--- src/interval_gate_defs.svh ---
// Timing constants and encodings for the interval gate block
// Assumes a single 200 MHz reference clock and no software registers
//
// What this block does
// - Divider toggles per reference pulse, giving complementary half-rate square waves.
// - Second half-rate divider output also gates the light-gate time marking.
// - Relay-to-radio select: relay pulse starts, radio pulse stops the gate.
// - Radio-to-relay select: radio pulse starts, following relay pulse stops.
// - Clear forces start and stop flip-flops idle, gate closed.
// - Start event sets start flip-flop, releases stop block, opens gate.
// - While open, each reference pulse not coinciding with the stop event or clear is passed to the readout counter.
// - Stop event re-blocks the gate until the next clear and start.
// - Each forwarded pulse counts 10 ms of the interval.
// - Radio pulse fires a one-shot feeding the indicator trigger; the select path takes the radio edge directly.
// - Indicator flashes for 100 ms after each radio pulse, from the radio one-shot.
// - Readout is two cascaded decades; one hundred pulses make a full cycle.
// - Relay event is the relay_pulse input, synchronised and edge-detected, routed through the select.
`ifndef INTERVAL_GATE_DEFS_SVH
`define INTERVAL_GATE_DEFS_SVH
`define CLK_PERIOD_NS      5
`define ONESHOT_TIME_NS    100000000
`define ONESHOT_CYCLES     (`ONESHOT_TIME_NS / `CLK_PERIOD_NS)
`define TICK_MS            10
`define DECADE_LAST        4'h9
`define SEL_RELAY_FIRST    1'b0
`define SEL_RADIO_FIRST    1'b1
`endif

--- src/interval_gate_pkg.sv ---
// Types for the interval gate block
// Assumes interval_gate_defs.svh supplies the numeric constants
package interval_gate_pkg;
  typedef enum logic [1:0] {
    GATE_IDLE   = 2'b00,
    GATE_OPEN   = 2'b01,
    GATE_CLOSED = 2'b11
  } gate_state_type;
  typedef logic [3:0] decade_type;
endpackage

--- src/decade_counter.sv ---
// One decade stage of the readout counter
// Assumes count enable is a single-cycle pulse in the ref_clk domain
`include "interval_gate_defs.svh"
module decade_counter (
  input  wire logic                        ref_clk,
  input  wire logic                        arst_n,
  input  wire logic                        clear,
  input  wire logic                        step,
  output interval_gate_pkg::decade_type    digit,
  output logic                             carry
);
  import interval_gate_pkg::*;
  decade_type digit_reg;
  // Wraps from nine to zero and flags the carry in that cycle
  always_ff @(posedge ref_clk or negedge arst_n) begin
    if (!arst_n) begin
      digit_reg <= 4'h0;
    end else if (clear) begin
      digit_reg <= 4'h0;
    end else if (step) begin
      digit_reg <= (digit_reg == `DECADE_LAST) ? 4'h0 : digit_reg + 4'h1;
    end
  end
  assign digit = digit_reg;
  assign carry = step && (digit_reg == `DECADE_LAST);
endmodule

--- src/interval_gate_unit.sv ---
// Interval gate: half-rate dividers, start/stop gate, radio one-shot, readout
// Assumes all inputs are synchronous to ref_clk and pulses last at least one cycle
`include "interval_gate_defs.svh"
module interval_gate_unit #(
  parameter int unsigned ONESHOT_LEN = `ONESHOT_CYCLES
) (
  input  wire logic                        ref_clk,
  input  wire logic                        arst_n,
  input  wire logic                        ref_pulse,
  input  wire logic                        relay_pulse,
  input  wire logic                        radio_pulse,
  input  wire logic                        interval_sel,
  input  wire logic                        clear,
  output logic                             half_rate_first,
  output logic                             half_rate_first_n,
  output logic                             half_rate_second,
  output logic                             half_rate_second_n,
  output logic                             light_gate_drive,
  output logic                             counter_pulse,
  output logic                             gate_open,
  output logic                             indicator_trigger,
  output interval_gate_pkg::decade_type    units_digit,
  output interval_gate_pkg::decade_type    tens_digit
);
  import interval_gate_pkg::*;

  logic [1:0]     divider_reg;
  logic [2:0]     ref_sync_reg;
  logic [2:0]     relay_sync_reg;
  logic [2:0]     radio_sync_reg;
  logic           ref_evt;
  logic           relay_evt;
  logic           radio_evt;
  logic [31:0]    shot_cnt_reg;
  logic           shot_reg;
  logic           start_evt;
  logic           stop_evt;
  gate_state_type state_reg;
  logic           fwd_reg;
  logic           units_carry;
  logic           fwd_step;

  // Two-stage synchronisers plus edge detect on the third stage
  always_ff @(posedge ref_clk or negedge arst_n) begin
    if (!arst_n) begin
      ref_sync_reg   <= 3'h0;
      relay_sync_reg <= 3'h0;
      radio_sync_reg <= 3'h0;
    end else begin
      ref_sync_reg   <= {ref_sync_reg[1:0], ref_pulse};
      relay_sync_reg <= {relay_sync_reg[1:0], relay_pulse};
      radio_sync_reg <= {radio_sync_reg[1:0], radio_pulse};
    end
  end
  assign ref_evt   = ref_sync_reg[1] && !ref_sync_reg[2];
  assign relay_evt = relay_sync_reg[1] && !relay_sync_reg[2];
  assign radio_evt = radio_sync_reg[1] && !radio_sync_reg[2];

  // Both half-rate dividers toggle on every reference pulse
  always_ff @(posedge ref_clk or negedge arst_n) begin
    if (!arst_n) begin
      divider_reg <= 2'h0;
    end else if (ref_evt) begin
      divider_reg <= ~divider_reg;
    end
  end
  assign half_rate_first    = divider_reg[0];
  assign half_rate_first_n  = ~divider_reg[0];
  assign half_rate_second   = divider_reg[1];
  assign half_rate_second_n = ~divider_reg[1];
  assign light_gate_drive   = divider_reg[1];

  // Radio one-shot, retriggerable, drives the indicator flash
  always_ff @(posedge ref_clk or negedge arst_n) begin
    if (!arst_n) begin
      shot_cnt_reg <= 32'h0;
      shot_reg     <= 1'b0;
    end else if (radio_evt) begin
      shot_cnt_reg <= ONESHOT_LEN - 1;
      shot_reg     <= 1'b1;
    end else if (shot_cnt_reg != 32'h0) begin
      shot_cnt_reg <= shot_cnt_reg - 32'h1;
    end else begin
      shot_reg <= 1'b0;
    end
  end
  assign indicator_trigger = shot_reg;

  // Interval select routes relay and radio events to start and stop
  assign start_evt = (interval_sel == `SEL_RELAY_FIRST) ? relay_evt : radio_evt;
  assign stop_evt  = (interval_sel == `SEL_RELAY_FIRST) ? radio_evt : relay_evt;

  // Start/stop gate; clear wins and re-arms, stop after start is final
  always_ff @(posedge ref_clk or negedge arst_n) begin
    if (!arst_n) begin
      state_reg <= GATE_IDLE;
    end else if (clear) begin
      state_reg <= GATE_IDLE;
    end else begin
      case (state_reg)
        GATE_IDLE: begin
          if (start_evt) begin
            state_reg <= GATE_OPEN;
          end
        end
        GATE_OPEN: begin
          if (stop_evt) begin
            state_reg <= GATE_CLOSED;
          end
        end
        GATE_CLOSED: begin
          state_reg <= GATE_CLOSED;
        end
        default: begin
          state_reg <= GATE_IDLE;
        end
      endcase
    end
  end
  assign gate_open = (state_reg == GATE_OPEN);

  // Forward reference pulses while open, registered one cycle
  always_ff @(posedge ref_clk or negedge arst_n) begin
    if (!arst_n) begin
      fwd_reg <= 1'b0;
    end else begin
      fwd_reg <= ref_evt && gate_open && !stop_evt && !clear;
    end
  end
  assign counter_pulse = fwd_reg;
  assign fwd_step      = fwd_reg;

  // Two cascaded decades, cleared with the gate
  decade_counter units_stage (
    .ref_clk (ref_clk),
    .arst_n  (arst_n),
    .clear   (clear),
    .step    (fwd_step),
    .digit   (units_digit),
    .carry   (units_carry)
  );
  decade_counter tens_stage (
    .ref_clk (ref_clk),
    .arst_n  (arst_n),
    .clear   (clear),
    .step    (units_carry),
    .digit   (tens_digit),
    .carry   ()
  );
endmodule
--- config.mk ---
export PLATFORM = sky130hd
export DESIGN_NAME = interval_gate_unit
export DESIGN_NICKNAME = d
export VERILOG_FILES = /design/src/interval_gate_pkg.sv /design/src/decade_counter.sv /design/src/interval_gate_unit.sv
export VERILOG_INCLUDE_DIRS = /design/src /design/src/src
export SDC_FILE = /design/constraint.sdc
export NUM_CORES = 1
export LEC_CHECK = 0
export BUFFER_PORTS_ARGS = -buffer_cell sky130_fd_sc_hd__buf_2
export CAP_MARGIN = 30
export CORE_MARGIN = 5
export CORE_UTILIZATION = 30
export DETAILED_ROUTE_END_ITERATION = 8
export PLACE_DENSITY_LB_ADDON = 0.05
export SYNTH_ARGS = -nofsm -noshare
export SYNTH_HDL_FRONTEND = slang
export SYNTH_HIERARCHICAL = 1
export SYNTH_SLANG_ARGS = --single-unit
--- constraint.sdc ---
create_clock -name ref_clk -period 5.9 [get_ports ref_clk]
set_input_delay 0.295 -clock ref_clk [delete_from_list [all_inputs] [get_ports ref_clk]]
set_output_delay 0.295 -clock ref_clk [all_outputs]
set_load 0.02 [all_outputs]
# == Yosys cells after proc, flatten, opt, wreduce, memory -nomap -nowiden ==
# Cells that the tools add are included.
# word_totals
out_inout_bits,16
in_bits,7
regBits,55
# classes
n_reduce_logical,18
add_sub_neg,3
muxes,16
n_bitwise,3
eq_ne,7
# ops
cell,count
$mux 32,2
$reduce_bool 32->1,1
$sub 32x1->32 const B,1
$mux 4,6
$add 4x1->4 const B,2
$eq 4x4->1 const B,2
$logic_and 1x1->1,7
$mux 2,3
$pmux 2 s3,1
$reduce_bool 2->1,3
$logic_not 1->1,5
$mux 1,4
$ne 3x2->1 const B,1
$ne 3x3->1 const B,1
$eq 2x1->1 const B,1
$eq 2x2->1 const B,1
$logic_not 2->1,1
$ne 2x2->1 const B,1
$not 1->1,2
$not 2->2,1
$reduce_and 2->1,1

# == Longest topological paths before layout ==
# depth
depth_word,6
mapped_depth,8

# == By module ==
# Netlist, hierarchy kept.
# by_module_without_submodules
module,cells_per_inst,area_per_inst_um2,seq_area_each_um2,instances
interval_gate_unit,225,2263.4,1176.1,1
decade_counter,26,241.5,100.1,2

# == Least setup slack after synthesis ==
# No wires, ideal clock.
# synth_path
path_kind,register to register
startpoint,reg shot_cnt_reg[22]
endpoint,reg shot_cnt_reg[29]
path_slack_ps,3562
setup_time_ps,123
synth_period_minus_slack_ps,2338
t_arrival_ps,2215
stages_incl_launch_ff,9
cell_sequence,dfrtp_1 -> or4_1 -> buf_2 -> or3_1 -> buf_2 -> or3_1 -> buf_6 -> and4b_1 -> mux2i_1
# synth_between
elab_chain_cells,3
elab_cells_between_ends,5
# synth_rtl
element,line,text
start: declaration,interval_gate_unit.sv:34,logic [31:0] shot_cnt_reg;
start signal: assignment,interval_gate_unit.sv:79,shot_cnt_reg <= ONESHOT_LEN - 1;
start signal: assignment,interval_gate_unit.sv:82,shot_cnt_reg <= shot_cnt_reg - 32'h1;
$sub 32x1->32,interval_gate_unit.sv:82,
$mux 32,interval_gate_unit.sv:81,end else if (shot_cnt_reg != 32'h0) begin
$mux 32,interval_gate_unit.sv:78,end else if (radio_evt) begin
# Parallel ways exist; a longest one is shown, timed or not. The select of a mux whose other input is x is not followed.
# A chain may end at the register's enable or synchronous reset.

# == Final worst setup path ==
# layout_path
startpoint,reg shot_cnt_reg[22]
endpoint,reg shot_cnt_reg[4]
# layout_between
elab_chain_cells,2
# layout_rtl
element,line
$reduce_bool 32->1,interval_gate_unit.sv:81
$reduce_bool 2->1 (no source line),-
# Every way passes these cells.

==> metrics.md <==
| Metric | Value |
|---|---|
| Proportion of layout cells with a drive suffix above 1 | 15.2% |
| R2r endpoint | shot_cnt_reg[4] |
| H-tree Lvls | 2 |
| WHS Endpoint | ref_sync_reg[0] |
| Post-CTS setup buffers | 0 |
| CTS tree | yes |
| Worst setup SP type | flip-flop |
| Net count after synthesis | 288 |
| Die span in y | 106 um |
| Routed wire per std cell | 14.9 um |
| Vias | 2116 |
| Most common cell after layout, fill and taps aside | dfrtp_1 |
| Area post-placement | 2950 sq um |
| Final core occ | 34.6% |
| Core footprint | 8810 sq um |
| CTS Buf Count | 5 |
| Clock sink count | 55 |
| Kind of critical path | flip-flop to flip-flop |
| Highest Clock Rate | 0.372 GHz |
| Synthesis Warnings | 6 |
| RSZ-0062 raised after global routing | false |
| Maximum net fanout on the critical path | 13 |
| Max reg flops | 32 |
| Die X | 106 um |
| Max Cap Violations | 0 |
| Drt drc | 0 |
| Initial detailed-routing violation count | 55 |
| CTS resizes | 0 |
| Antenna diode count | 0 |
| Syn Inst Count | 276 |
| Total GRT Usage | 11.6% |
| Mapped cell area | 2740 sq um |
| Pwr Density | 241 nW/um^2 |
| # IOs | 23 |
| Status | complete, no violations |
| Antenna Nets Post-Route | 0 |
| Final period util | 45.5% |
| Largest net degree at the start of global routing | 56 |
| Worst hold path class | input port to flip-flop |
| Via-per-instance ratio | 5.22 |
| Antenna violations before repair | 0 |
| FP Rows | 34 |
| Worst-Margin Slew | 0.715 ns |
| Root Driver | clkbuf_8 |
| Relative slew slack | 52.3% |
| Nets | 308 |
| Leakage | 1.23 nW |
| Slew Limit Fails | 0 |
| WL final | 6030 um |
| Cts hold-fix bufs | 0 |
| Clk buf depth | 2 |
| CP Data Required Time | 6.14 ns |
| Setup TNS | 0 ns |
| Most frequent cells in the layout | 55 x dfrtp_1, 25 x nand2_1, 22 x nor2_1, 22 x buf_2, 16 x a21oi_1 |
| Syn Area/Cell | 9.94 sq um |
| Congestion Overflow GR | 0 |
| Clk_lat worst skew | 0.32 ns |
| Fin. Hold Viols | 0 |
| Setup crit end kind | flip-flop |
| P&R area growth vs syn | 11.1% |
| Initial Util | 31.1% |
| Worst path arrival time | 2.93 ns |
| GPL Wtd Cong | 0.718 |
| Worst Reg2Reg Path Length in Cells | 5 |
| Final setup vio count | 0 |
| Number of global-route vias before repair | 2029 |
| Clock Skew | 0.0151 ns |
| Reg clk slew, reported paths | 0.11 ns |
| Die ar. | 11200 sq um |
| Reg-to-reg slack, setup | 3.21 ns |
| DRT Pass-1 Iters | 4 |
| Min-Delay Path Depth | 1 |
| Final Instance Area | 3050 sq um |
| Tmin final | 2.69 ns |
| Input/output buffers | 22 |
| Hold_sp | ref_pulse |
| Max VDD drop | 0.138 mV |
| RR Startpoint | shot_cnt_reg[22] |
| Global-route wire length before repair | 10600 um |
| DP HPWL | 3930 um |
-- critical path: stages, from the launching register on --
cell     delay [ns]
dfrtp_1        0.41
or4_1          0.72
nor3_1         0.42
nand4_1        0.51
and4_1         0.41
o21ai_0        0.15
-- through the flow --
stage	std cells	hold WS, ns	power, mW	setup WS, ns
floorplan	276	-0.000591	0.484	3.56
global placement	397	0.336	0.522	3.31
detailed placement	397	0.339	0.523	3.21
CTS	405	0.0608	0.753	3.19
global route	405	0.0426	0.787	2.97
finish	405	0.0731	0.735	3.21
-- final cells by class --
class,instances,area (sq um)
clock inverter,3,26.3
fill,895,5760
sequential,55,1380
inverter,8,30.0
tap,108,135
clock buffer,5,68.8
timing repair buffer,26,140
multi-input combinational,200,1270
-- routing by layer --
metal	share of wire, %	GRT usage [%]	vias up
met5	0	0	-
met2	46	18.0	19
met1	51	16.3	1040
li1	-	-	1055
met4	0.48	2.59	0
met3	2.2	2.93	2
-- worst max-delay path by stage --
stage	cells after the start	endpoint	start	slack, ns
6_report	5	shot_cnt_reg[4]	shot_cnt_reg[22]	3.21
5_1_grt	5	shot_cnt_reg[11]	shot_cnt_reg[22]	2.97
4_1_cts	5	shot_cnt_reg[4]	shot_cnt_reg[22]	3.19
3_5_place_dp	5	shot_cnt_reg[4]	shot_cnt_reg[22]	3.21
3_3_place_gp	5	shot_cnt_reg[4]	shot_cnt_reg[22]	3.31
2_1_floorplan	8	shot_cnt_reg[29]	shot_cnt_reg[22]	3.56
-- report_power, final --
group / switching [mW] / internal (mW)
Combinational: 0.0652 / 0.0343
Clock: 0.133 / 0.0877
Sequential: 0.0172 / 0.397
No activity file was read; power rests on OpenSTA's default activity.
